==> config.mk <==
export PLATFORM = sky130hd
export DESIGN_NAME = rmc_core
export DESIGN_NICKNAME = d
export VERILOG_FILES = /design/src/rmc_pkg.sv /design/src/rmc_timer.sv /design/src/rmc_core.sv
export VERILOG_INCLUDE_DIRS = /design/src
export SDC_FILE = /design/constraint.sdc
export NUM_CORES = 1
export LEC_CHECK = 0
export ABC_CLOCK_PERIOD_IN_PS = 6900
export BUFFER_PORTS_ARGS = -buffer_cell sky130_fd_sc_hd__buf_2
export CAP_MARGIN = 15
export CORE_ASPECT_RATIO = 0.8
export CORE_UTILIZATION = 50
export DETAILED_ROUTE_END_ITERATION = 16
export HOLD_SLACK_MARGIN = 0.05
export MAX_ROUTING_LAYER = met4
export PLACE_DENSITY = 0.74
export SYNTH_ARGS = -nofsm -noshare
export SYNTH_HDL_FRONTEND = slang
export SYNTH_SLANG_ARGS = --single-unit
==> constraint.sdc <==
create_clock -name clk_i -period 6.9 [get_ports clk_i]
set_input_delay 0.69 -clock clk_i [delete_from_list [all_inputs] [get_ports clk_i]]
set_output_delay 0.69 -clock clk_i [all_outputs]
set_load 0.02 [all_outputs]
==> src/rmc_cfg.svh <==
// Purpose: constants of the radio mode controller
// Assumes: 20 MHz clk_i
// Notes:   offsets are byte addresses on the AHB-Lite slave
`ifndef RMC_CFG_SVH
`define RMC_CFG_SVH

`define RMC_CLK_MHZ          20
// ----------------------------------------------------------------
// timing in ns and cycles
// ----------------------------------------------------------------
`define RMC_SETTLE_NS        130000
`define RMC_SETTLE_CYC       ((`RMC_SETTLE_NS * `RMC_CLK_MHZ) / 1000)
`define RMC_MIN_CE_NS        10000
`define RMC_MIN_CE_CYC       ((`RMC_MIN_CE_NS * `RMC_CLK_MHZ + 999) / 1000)
`define RMC_CS_NS            128000
`define RMC_CS_CYC           ((`RMC_CS_NS * `RMC_CLK_MHZ + 999) / 1000)
`define RMC_TX_LIMIT_NS      4000000
`define RMC_TX_LIMIT_CYC     ((`RMC_TX_LIMIT_NS * `RMC_CLK_MHZ) / 1000)
`define RMC_PKT_CYC_DEF      2000
// ----------------------------------------------------------------
// register map
// ----------------------------------------------------------------
`define RMC_OFF_CONFIG       8'h00
`define RMC_OFF_SETUP        8'h04
`define RMC_OFF_CHANNEL      8'h08
`define RMC_OFF_STATUS       8'h0c
`define RMC_OFF_FREQ         8'h10
`define RMC_BIT_POWER_ON     0
`define RMC_BIT_RX_SEL       1
`define RMC_BIT_AIR_RATE     3
`define RMC_LSB_TX_PWR       1
`define RMC_RST_SETUP        8'h07
`define RMC_RST_CHANNEL      7'h02
`define RMC_BASE_MHZ         12'h960
`endif

==> src/rmc_pkg.sv <==
// Purpose: types of the radio mode controller
// Assumes: nothing
// Notes:   none
package rmc_pkg;
	typedef enum logic [2:0] {
		RMC_POWER_DOWN,
		RMC_STANDBY_1,
		RMC_STANDBY_2,
		RMC_SETTLE,
		RMC_RX,
		RMC_TX
	} rmc_mode_t;
endpackage

==> src/rmc_timer.sv <==
// Purpose: loadable down counter with done flag
// Assumes: one clock
// Notes:   done stays high while count is zero
`timescale 1ns/10ps
module rmc_timer (
	input  wire logic        clk_i,
	input  wire logic        reset_n_i,
	input  wire logic        load_i,
	input  wire logic [22:0] value_i,
	input  wire logic        run_i,
	output logic             done_o
);
	logic [22:0] count;

	always_ff @(posedge clk_i or negedge reset_n_i) begin
		if (!reset_n_i) begin
			count <= 23'h0;
		end else if (load_i) begin
			count <= value_i;
		end else if (run_i && count != 23'h0) begin
			count <= count - 23'h1;
		end
	end

	assign done_o = (count == 23'h0);
endmodule

==> src/rmc_core.sv <==
// Purpose: operating-mode controller of a 2.4 GHz packet radio
// Assumes: AHB-Lite slave, 20 MHz clock, pins synchronised here
// Notes:   packet air time is a stand-in count, tx_fifo_empty from logic
// Function
// - clearing power_on_bit forces power down, registers and bus stay alive
// - setting power_on_bit moves power down to standby-I
// - activate pin low in TX or RX returns to standby-I
// - sender with activate high and empty FIFO waits in standby-II
// - receive needs power_on, receive_select and activate all high
// - accept packet only on address and CRC match, drop when FIFO full
// - receive persists until host selects standby-I, clears receive_select (settle to TX) or selects power down
// - carrier_sense after 128 us of in-channel signal, low outside RX
// - transmit from standby-I needs power_on, not receive_select, payload, activate over 10 us
// - finish packet, then standby-I, next packet, or standby-II
// - activate held high drains the FIFO, restart when select rises
// - short activate pulse sends exactly one packet then standby-I
// - standby to TX or RX, and TX to RX, settle 130 us
// - air rate bit selects 1 or 2 Mbps
// - channel centre is 2400 MHz plus channel_index
// - tx_power_level selects output power in four steps
// - after power-on reset the block sits in power down
`timescale 1ns/10ps
`include "rmc_cfg.svh"
module rmc_core #(
	parameter int PKT_CYC = `RMC_PKT_CYC_DEF
) (
	input  wire logic               clk_i,
	input  wire logic               reset_n_i,
	input  wire logic [31:0]        haddr_i,
	input  wire logic [1:0]         htrans_i,
	input  wire logic               hwrite_i,
	input  wire logic [2:0]         hsize_i,
	input  wire logic               hsel_i,
	input  wire logic               hready_i,
	input  wire logic [31:0]        hwdata_i,
	output logic [31:0]             hrdata_o,
	output logic                    hreadyout_o,
	output logic                    hresp_o,
	input  wire logic               activate_i,
	input  wire logic               serial_select_i,
	input  wire logic               rf_signal_i,
	input  wire logic               tx_fifo_empty_i,
	input  wire logic               rx_fifo_full_i,
	input  wire logic               rx_pkt_valid_i,
	output logic                    rx_pkt_store_o,
	output logic                    tx_pkt_done_o,
	output rmc_pkg::rmc_mode_t      mode_o,
	output logic                    carrier_sense_o,
	output logic                    air_rate_select_o,
	output logic [11:0]             freq_mhz_o,
	output logic [1:0]              tx_power_level_o
);
	import rmc_pkg::*;

	// timer runs down to zero and the mode moves one edge later, so load one less
	localparam logic [22:0] SETTLE_LOAD = 23'(`RMC_SETTLE_CYC - 1);
	localparam logic [22:0] MIN_CE_CYC = 23'(`RMC_MIN_CE_CYC);
	localparam logic [22:0] CS_CYC     = 23'(`RMC_CS_CYC);
	localparam logic [22:0] PKT_LEN    = 23'(PKT_CYC);

	// ----------------------------------------------------------------
	// pin synchronisers
	// ----------------------------------------------------------------
	logic [1:0] act_sync;
	logic [1:0] sel_sync;
	logic [1:0] rf_sync;
	logic       act;
	logic       sel;
	logic       sel_prev;
	logic       rf;

	always_ff @(posedge clk_i or negedge reset_n_i) begin
		if (!reset_n_i) begin
			act_sync <= 2'h0;
			sel_sync <= 2'h3;
			rf_sync  <= 2'h0;
			sel_prev <= 1'b1;
		end else begin
			act_sync <= {act_sync[0], activate_i};
			sel_sync <= {sel_sync[0], serial_select_i};
			rf_sync  <= {rf_sync[0], rf_signal_i};
			sel_prev <= sel_sync[1];
		end
	end

	assign act = act_sync[1];
	assign sel = sel_sync[1];
	assign rf  = rf_sync[1];

	// ----------------------------------------------------------------
	// AHB-Lite slave, zero wait states
	// ----------------------------------------------------------------
	logic        power_on_bit;
	logic        receive_select_bit;
	logic [7:0]  radio_setup_reg;
	logic [6:0]  channel_index;
	logic        wr_pend;
	logic [7:0]  wr_addr;
	logic        carrier_sense;
	rmc_mode_t   mode;

	function automatic logic [11:0] freq_of(input logic [6:0] ch);
		freq_of = `RMC_BASE_MHZ + {5'h0, ch};
	endfunction

	function automatic logic [31:0] read_mux(input logic [7:0] a);
		case (a)
			`RMC_OFF_CONFIG:  read_mux = {30'h0, receive_select_bit, power_on_bit};
			`RMC_OFF_SETUP:   read_mux = {24'h0, radio_setup_reg};
			`RMC_OFF_CHANNEL: read_mux = {25'h0, channel_index};
			`RMC_OFF_STATUS:  read_mux = {28'h0, carrier_sense, mode};
			`RMC_OFF_FREQ:    read_mux = {20'h0, freq_of(channel_index)};
			default:          read_mux = 32'h0;
		endcase
	endfunction

	assign hreadyout_o = 1'b1;
	assign hresp_o     = 1'b0;

	always_ff @(posedge clk_i or negedge reset_n_i) begin
		if (!reset_n_i) begin
			wr_pend  <= 1'b0;
			wr_addr  <= 8'h0;
			hrdata_o <= 32'h0;
		end else if (hready_i) begin
			wr_pend <= hsel_i && htrans_i[1] && hwrite_i;
			wr_addr <= haddr_i[7:0];
			if (hsel_i && htrans_i[1] && !hwrite_i) begin
				hrdata_o <= read_mux(haddr_i[7:0]);
			end
		end
	end

	// register contents survive every mode, power down included
	always_ff @(posedge clk_i or negedge reset_n_i) begin
		if (!reset_n_i) begin
			power_on_bit       <= 1'b0;
			receive_select_bit <= 1'b0;
			radio_setup_reg    <= `RMC_RST_SETUP;
			channel_index      <= `RMC_RST_CHANNEL;
		end else if (wr_pend) begin
			case (wr_addr)
				`RMC_OFF_CONFIG: begin
					power_on_bit       <= hwdata_i[`RMC_BIT_POWER_ON];
					receive_select_bit <= hwdata_i[`RMC_BIT_RX_SEL];
				end
				`RMC_OFF_SETUP:   radio_setup_reg <= hwdata_i[7:0];
				`RMC_OFF_CHANNEL: channel_index   <= hwdata_i[6:0];
				default: ;
			endcase
		end
	end

	// ----------------------------------------------------------------
	// radio settings
	// ----------------------------------------------------------------
	always_ff @(posedge clk_i or negedge reset_n_i) begin
		if (!reset_n_i) begin
			air_rate_select_o <= 1'b0;
			tx_power_level_o  <= 2'h0;
			freq_mhz_o        <= 12'h0;
		end else begin
			air_rate_select_o <= radio_setup_reg[`RMC_BIT_AIR_RATE];
			tx_power_level_o  <= radio_setup_reg[`RMC_LSB_TX_PWR +: 2];
			freq_mhz_o        <= freq_of(channel_index);
		end
	end

	// ----------------------------------------------------------------
	// activate pulse width and single-shot latch
	// ----------------------------------------------------------------
	logic [22:0] ce_cnt;
	logic        ce_long;
	logic        ce_armed;

	assign ce_long = (ce_cnt > MIN_CE_CYC);

	always_ff @(posedge clk_i or negedge reset_n_i) begin
		if (!reset_n_i) begin
			ce_cnt <= 23'h0;
		end else if (!act || !power_on_bit) begin
			ce_cnt <= 23'h0;
		end else if (!ce_long) begin
			ce_cnt <= ce_cnt + 23'h1;
		end
	end

	// a qualified pulse stays remembered in standby-I and settling until a packet leaves
	logic tx_start;
	always_ff @(posedge clk_i or negedge reset_n_i) begin
		if (!reset_n_i) begin
			ce_armed <= 1'b0;
		end else if (!power_on_bit) begin
			ce_armed <= 1'b0;
		end else if (ce_long && act) begin
			ce_armed <= 1'b1;
		end else if (tx_start || (mode != RMC_STANDBY_1 && mode != RMC_SETTLE)) begin
			// a level held through RX, TX or standby-II must not arm a later upload
			ce_armed <= 1'b0;
		end
	end

	// ----------------------------------------------------------------
	// mode machine
	// ----------------------------------------------------------------
	logic        tmr_load;
	logic [22:0] tmr_value;
	logic        tmr_done;
	rmc_mode_t   next_mode;
	logic        settle_to_rx;
	logic        next_settle_to_rx;
	logic        want_tx;

	rmc_timer u_timer (
		.clk_i     (clk_i),
		.reset_n_i (reset_n_i),
		.load_i    (tmr_load),
		.value_i   (tmr_value),
		.run_i     (1'b1),
		.done_o    (tmr_done)
	);

	// uploads finish when the serial select rises again
	assign want_tx  = !tx_fifo_empty_i && sel && sel_prev;
	assign tx_start = (mode == RMC_SETTLE) && tmr_done && !settle_to_rx;

	always_comb begin
		next_mode         = mode;
		next_settle_to_rx = settle_to_rx;
		tmr_load          = 1'b0;
		tmr_value         = SETTLE_LOAD;
		if (!power_on_bit) begin
			next_mode = RMC_POWER_DOWN;
		end else begin
			case (mode)
				RMC_POWER_DOWN: next_mode = RMC_STANDBY_1;
				RMC_STANDBY_1: begin
					if (act && receive_select_bit) begin
						next_mode         = RMC_SETTLE;
						next_settle_to_rx = 1'b1;
						tmr_load          = 1'b1;
					end else if (!receive_select_bit && ce_armed && want_tx) begin
						next_mode         = RMC_SETTLE;
						next_settle_to_rx = 1'b0;
						tmr_load          = 1'b1;
					end else if (act && !receive_select_bit && tx_fifo_empty_i) begin
						next_mode = RMC_STANDBY_2;
					end
				end
				RMC_STANDBY_2: begin
					if (!act || receive_select_bit) begin
						next_mode = RMC_STANDBY_1;
					end else if (!tx_fifo_empty_i && sel) begin
						next_mode         = RMC_SETTLE;
						next_settle_to_rx = 1'b0;
						tmr_load          = 1'b1;
					end
				end
				RMC_SETTLE: begin
					if (!act && settle_to_rx) begin
						next_mode = RMC_STANDBY_1;
					end else if (tmr_done) begin
						next_mode = settle_to_rx ? RMC_RX : RMC_TX;
						tmr_load  = !settle_to_rx;
						tmr_value = PKT_LEN;
					end
				end
				RMC_RX: begin
					if (!act) begin
						next_mode = RMC_STANDBY_1;
					end else if (!receive_select_bit) begin
						next_mode         = RMC_SETTLE;
						next_settle_to_rx = 1'b0;
						tmr_load          = 1'b1;
					end
				end
				RMC_TX: begin
					if (tmr_done) begin
						if (receive_select_bit && act) begin
							next_mode         = RMC_SETTLE;
							next_settle_to_rx = 1'b1;
							tmr_load          = 1'b1;
						end else if (!act) begin
							next_mode = RMC_STANDBY_1;
						end else if (!tx_fifo_empty_i) begin
							tmr_load  = 1'b1;
							tmr_value = PKT_LEN;
						end else begin
							next_mode = RMC_STANDBY_2;
						end
					end
				end
				default: next_mode = RMC_POWER_DOWN;
			endcase
		end
	end

	always_ff @(posedge clk_i or negedge reset_n_i) begin
		if (!reset_n_i) begin
			mode         <= RMC_POWER_DOWN;
			settle_to_rx <= 1'b0;
		end else begin
			mode         <= next_mode;
			settle_to_rx <= next_settle_to_rx;
		end
	end

	assign mode_o        = mode;
	assign tx_pkt_done_o = (mode == RMC_TX) && tmr_done;

	// ----------------------------------------------------------------
	// receive path and carrier sense
	// ----------------------------------------------------------------
	assign rx_pkt_store_o = (mode == RMC_RX) && rx_pkt_valid_i && !rx_fifo_full_i;

	logic [22:0] cs_cnt;
	always_ff @(posedge clk_i or negedge reset_n_i) begin
		if (!reset_n_i) begin
			cs_cnt        <= 23'h0;
			carrier_sense <= 1'b0;
		end else if (mode != RMC_RX || !rf) begin
			cs_cnt        <= 23'h0;
			carrier_sense <= 1'b0;
		end else if (cs_cnt < CS_CYC) begin
			cs_cnt <= cs_cnt + 23'h1;
		end else begin
			carrier_sense <= 1'b1;
		end
	end

	assign carrier_sense_o = carrier_sense;
endmodule

### After elaboration in Yosys (flattened, before gate mapping)

Cells that the tools add are included.

| storage, ports and cells | value |
|---|---|
| register bits | 155 |
| bits of input ports | 80 |
| output and inout bits | 55 |
| logic and storage cells | 160 |

| cells by class | value |
|---|---|
| add/sub/neg operators | 4 |
| $lt $le $gt $ge | 2 |
| equal/unequal tests | 30 |
| mux-type cells | 59 |
| reductions and logical operators | 44 |

Operator list:

| operator | number |
|---|---|
| 2-to-1 mux 23 bit | 7 |
| 2-to-1 mux 12 bit | 6 |
| case mux 12 bit (5 select lines) | 1 |
| adder 23 x 1 -> 23 bit, second input constant | 2 |
| 2-to-1 mux 3 bit | 14 |
| 2-to-1 mux 1 bit | 27 |
| equality test 8 x 4 -> 1 bit, second input constant | 3 |
| case mux 12 bit (2 select lines) | 1 |
| greater-than comparator 23 x 8 -> 1 bit, second input constant | 1 |
| zero test 23 bit | 1 |
| less-than comparator 23 x 12 -> 1 bit, second input constant | 1 |
| nonzero test 23 bit | 1 |
| subtractor 23 x 1 -> 23 bit, second input constant | 1 |
| logical AND 1 bit | 18 |
| case mux 3 bit (6 select lines) | 1 |
| equality test 8 x 3 -> 1 bit, second input constant | 2 |
| zero test 8 bit | 2 |
| inequality test 2 bit, second input constant | 7 |
| adder 12 x 7 -> 12 bit, first input constant | 1 |
| inequality test 5 bit, second input constant | 2 |
| inequality test 3 bit, second input constant | 3 |
| AND reduction 9 bit | 1 |
| equality test 8 x 5 -> 1 bit, second input constant | 1 |
| zero test 1 bit | 8 |
| other kinds (16) | 27 |

### Depth between registers and ports, before layout

| depth | value |
|---|---|
| word-level depth | 9 |
| mapped depth | 10 |
| gate-level depth less buffers | 7 |

### Cells and area by module

Synthesis repeated with hierarchy kept, for this count alone.

| second synthesis, totals | value |
|---|---|
| cells, all modules | 607 |
| area, all modules | 6304.8 um^2 |

Modules (own cells, without submodules):

| module | times used | cells each | area each (um^2) | seq. area each (um^2) |
|---|---|---|---|---|
| rmc_core | 1 | 452 | 4922.2 | 2661.3 |
| rmc_timer | 1 | 155 | 1382.6 | 575.6 |

### Worst setup path after synthesis

Ideal clock, no wire load.

| path | value |
|---|---|
| path kind | register to output |
| start point | register u_timer.count[5] |
| end point | output port tx_pkt_done_o |
| arrival time | 2.193 ns |
| data required time | 6.210 ns |
| setup slack | 4.017 ns |
| cell stages (with the launch flop) | 7 |
| path buffers | 2 |
| cell sequence | dfrtp_1 -> or4_1 -> buf_2 -> or4_4 -> or2_0 -> buf_6 -> nor2_1 |

| between the ends | value |
|---|---|
| cells in the longest elaborated chain, start to end | 2 |

RTL lines:

| item | line | RTL |
|---|---|---|
| start: declaration | rmc_timer.sv:13 | `logic [22:0] count;` |
| start signal: assignment | rmc_timer.sv:19 | `count <= value_i;` |
| start signal: assignment | rmc_timer.sv:21 | `count <= count - 23'h1;` |
| zero test 23 bit | rmc_timer.sv:25 | `assign done_o = (count == 23'h0);` |
| logical AND 1 bit | rmc_core.sv:309 | `assign tx_pkt_done_o = (mode == RMC_TX) && tmr_done;` |
| end: declaration | rmc_core.sv:46 | `output logic tx_pkt_done_o,` |

Every way passes these cells.

### Worst setup path in the final report

Same ends and word-level chain as after synthesis.

==> results.md <==
* Status: complete, no violations
* CP Capture Type: primary output
* Clock Tree Root: clkbuf_16
* Post-synth EDFFs at 0
* Postcts setup bufs at 0
* Post_cts resized at 0
* Core Region at 0.0122 sq mm
* Synth Cell Area at 0.00623 sq mm
* Fin Setup TNS at 0 ns
* Max Clock Skew at 0.00640 ns
* P_leak at 3.23 nW
* Syn-to-layout area delta at 13.7%
* DRC Markers at 0
* Vias per std cell at 5.58
* # rows at 36
* Final Hold Viols at 0
* Power density cells at 255 mW/mm^2
* Hold_buf cts at 0
* Rel. slew slack at 45.9%
* Largest regs: ce_cnt: 23 flops, cs_cnt: 23 flops, u_timer.count: 23 flops
* Slew of the pin with the lowest slew margin at 0.811 ns
* CP max FO at 10
* Req. time, crit path at 6.21 ns
* Vias in the first global route at 4364
* Startpoint class of the critical path: flop
* PortBufs at 56
* Final ANT Viol Nets at 0
* GP Congestion at 0.825
* TritonCTS clock tree: built
* CTS H-Tree Depth at 4
* GRT Total Usage at 21.5%
* Hold crit path type: input pin to async pin
* Max Cap Violations at 0
* Die area at 0.0129 sq mm
* Reg area at 0.00324 sq mm
* Worst-Skew Late Latency at 0.41 ns
* Via count at 4501
* Max clock buf depth at 2
* Top cell type's share of synthesized area at 49.0%
* Area contributors post-synth: dfrtp_1, mux2_2, buf_4
* GRT overflow at 0
* Mapped Cells at 596
* Period utilization at 51.2%
* Drt wl/cell at 15.4 um
* Synth async-reset ratio at 100%
* Fin crit period at 3.53 ns
* Footprint of the multi-input gates at 0.00269 sq mm
* Drt first pass iters at 6
* Final HPWL DP at 8.30 mm
* Clock transition at the registers of the reported paths at 0.06 ns
* Area after DPL at 0.00648 sq mm
* Share of layout cells above drive strength 1 at 20.3%
* Register area share after synthesis at 51.9%
* Die width at 127 um
* Unique masters post-synth at 58
* Initial Util at 51.2%
* Main synth FF type: dfrtp_1
* RSZ-0062 raised after global routing: no
* Critical path class: flop to primary output
* Initial antenna violation count at 1
* CP arrival at 2.84 ns
* Count leader, synth: dfrtp_1
* Num Clock Sinks at 129
* Top cell type by total area after synthesis: dfrtp_1
* Final Cell Area at 0.00709 sq mm
* Top post-synthesis cells by count: dfrtp_1, nor2_1, nand2_1
* Fmax achieved at 0.283 GHz
* Final Slew Violations at 0
* NumNets Final at 728
* # fillers at 1007
* Chip Height at 102 um
* Io pins at 135
* YS warnings at 0
* First-pass GRT wire length at 21.0 mm
* CTS Buf Count at 17
* Routed WL at 12.4 mm
* Setup violators final at 0
* Yosys reg bits at 129
* Largest net degree at the start of global routing at 68
* Initial DRC count at 273
* VDD IR max at 0.000183 V
* Mean post-synth cell area at 10.5 sq um
layout by cell type, fill, tap and decap left out, types with 4 or more instances in the layout:
cell type and count:
inv_6 4, ha_1 7, buf_2 55, or4_1 5
xor2_1 13, mux2i_1 10, o21ai_0 25, nand2b_1 5
nor3b_1 7, inv_1 18, o2111ai_1 4, and3_1 27
o21a_1 7, nor3_1 16, mux2_2 28, clkbuf_16 17
nand2_1 36, conb_1 27, o22ai_1 6, nand4_1 15
nor2b_1 7, a21oi_1 14, dfstp_2 7, nor4_1 14
dfrtp_1 122, nand3_1 11, o211ai_1 10, xnor2_1 17
or3_1 5, nor2_1 52
worst max-delay path, cell delays in order, from the launching register on:
cell and delay (ns):
dfrtp_1 0.42, or4_1 0.64, or4_4 0.56, or2_0 0.43, nor2_1 0.20, buf_2 0.19
path summary, 6_finish.rpt:
check	start	to	slack [ns]	cells after the start
min in group clk_i	act_sync[0]	act_sync[1]	0.35	0
hold / removal	reset_n_i	freq_mhz_o[8]	0.35	1
setup / recovery	u_timer.count[5]	tx_pkt_done_o	3.37	5
max in group asynchronous	reset_n_i	ce_cnt[13]	5.24	2
setup reg to reg	u_timer.count[5]	u_timer.count[16]	3.88	5
hold reg to reg	act_sync[0]	act_sync[1]	0.35	0
cell families after synthesis:
kind of cell | count (synthesis) | synth area share, %
AOI/OAI and AO/OA | 93 | 9.88
xor gates and xnor gates | 30 | 4.22
adders and majority gates | 7 | 1.41
buffers and inverters | 75 | 6.48
DFF | 129 | 51.9
muxes | 38 | 6.67
other | 2 | 0.121
and+or+nand+nor | 222 | 19.3
power by group:
group | internal, mW | switching [mW] | leakage, nW | total [mW]
Clock | 0.573 | 0.343 | 0.288 | 0.916
Sequential | 0.780 | 0.0217 | 1.64 | 0.802
Combinational | 0.0320 | 0.0594 | 1.30 | 0.0914
per-stage QoR:
step | instances | hold slack, ns | utilization (%) | setup WS (ns) | power (mW)
6_report | 807 | 0.348 | 58.3 | 3.37 | 1.81
4_1_cts | 806 | 0.355 | 58.3 | 3.34 | 1.83
3_5_place_dp | 774 | 0.337 | 53.3 | 3.79 | 0.908
5_1_grt | 807 | 0.357 | 58.3 | 3.18 | 1.87
3_3_place_gp | 774 | 0.334 | 53.3 | 3.80 | 0.903
2_1_floorplan | 621 | 0.331 | - | 4.02 | 0.878
layout make-up:
| type | instances | area share [%] |
|---|---|---|
| diodes | 1 | 0.0353 |
| clock buffers | 18 | 6.05 |
| clock inverters | 14 | 2.52 |
| inverters | 18 | 0.953 |
| multi-input cells | 417 | 37.9 |
| flip-flops and latches | 129 | 45.7 |
| well taps | 152 | 2.68 |
| repair buffers | 58 | 4.20 |
routing by layer:
metal  track usage [%]  wire [um]  share of wire (%)
met1              27.6       5800                 47
met2              33.0       5890                 47
met3              5.24        617                5.0
met4              8.52        128                1.0
met5                 -          0                  0
Power figures use the tool's default switching activity.
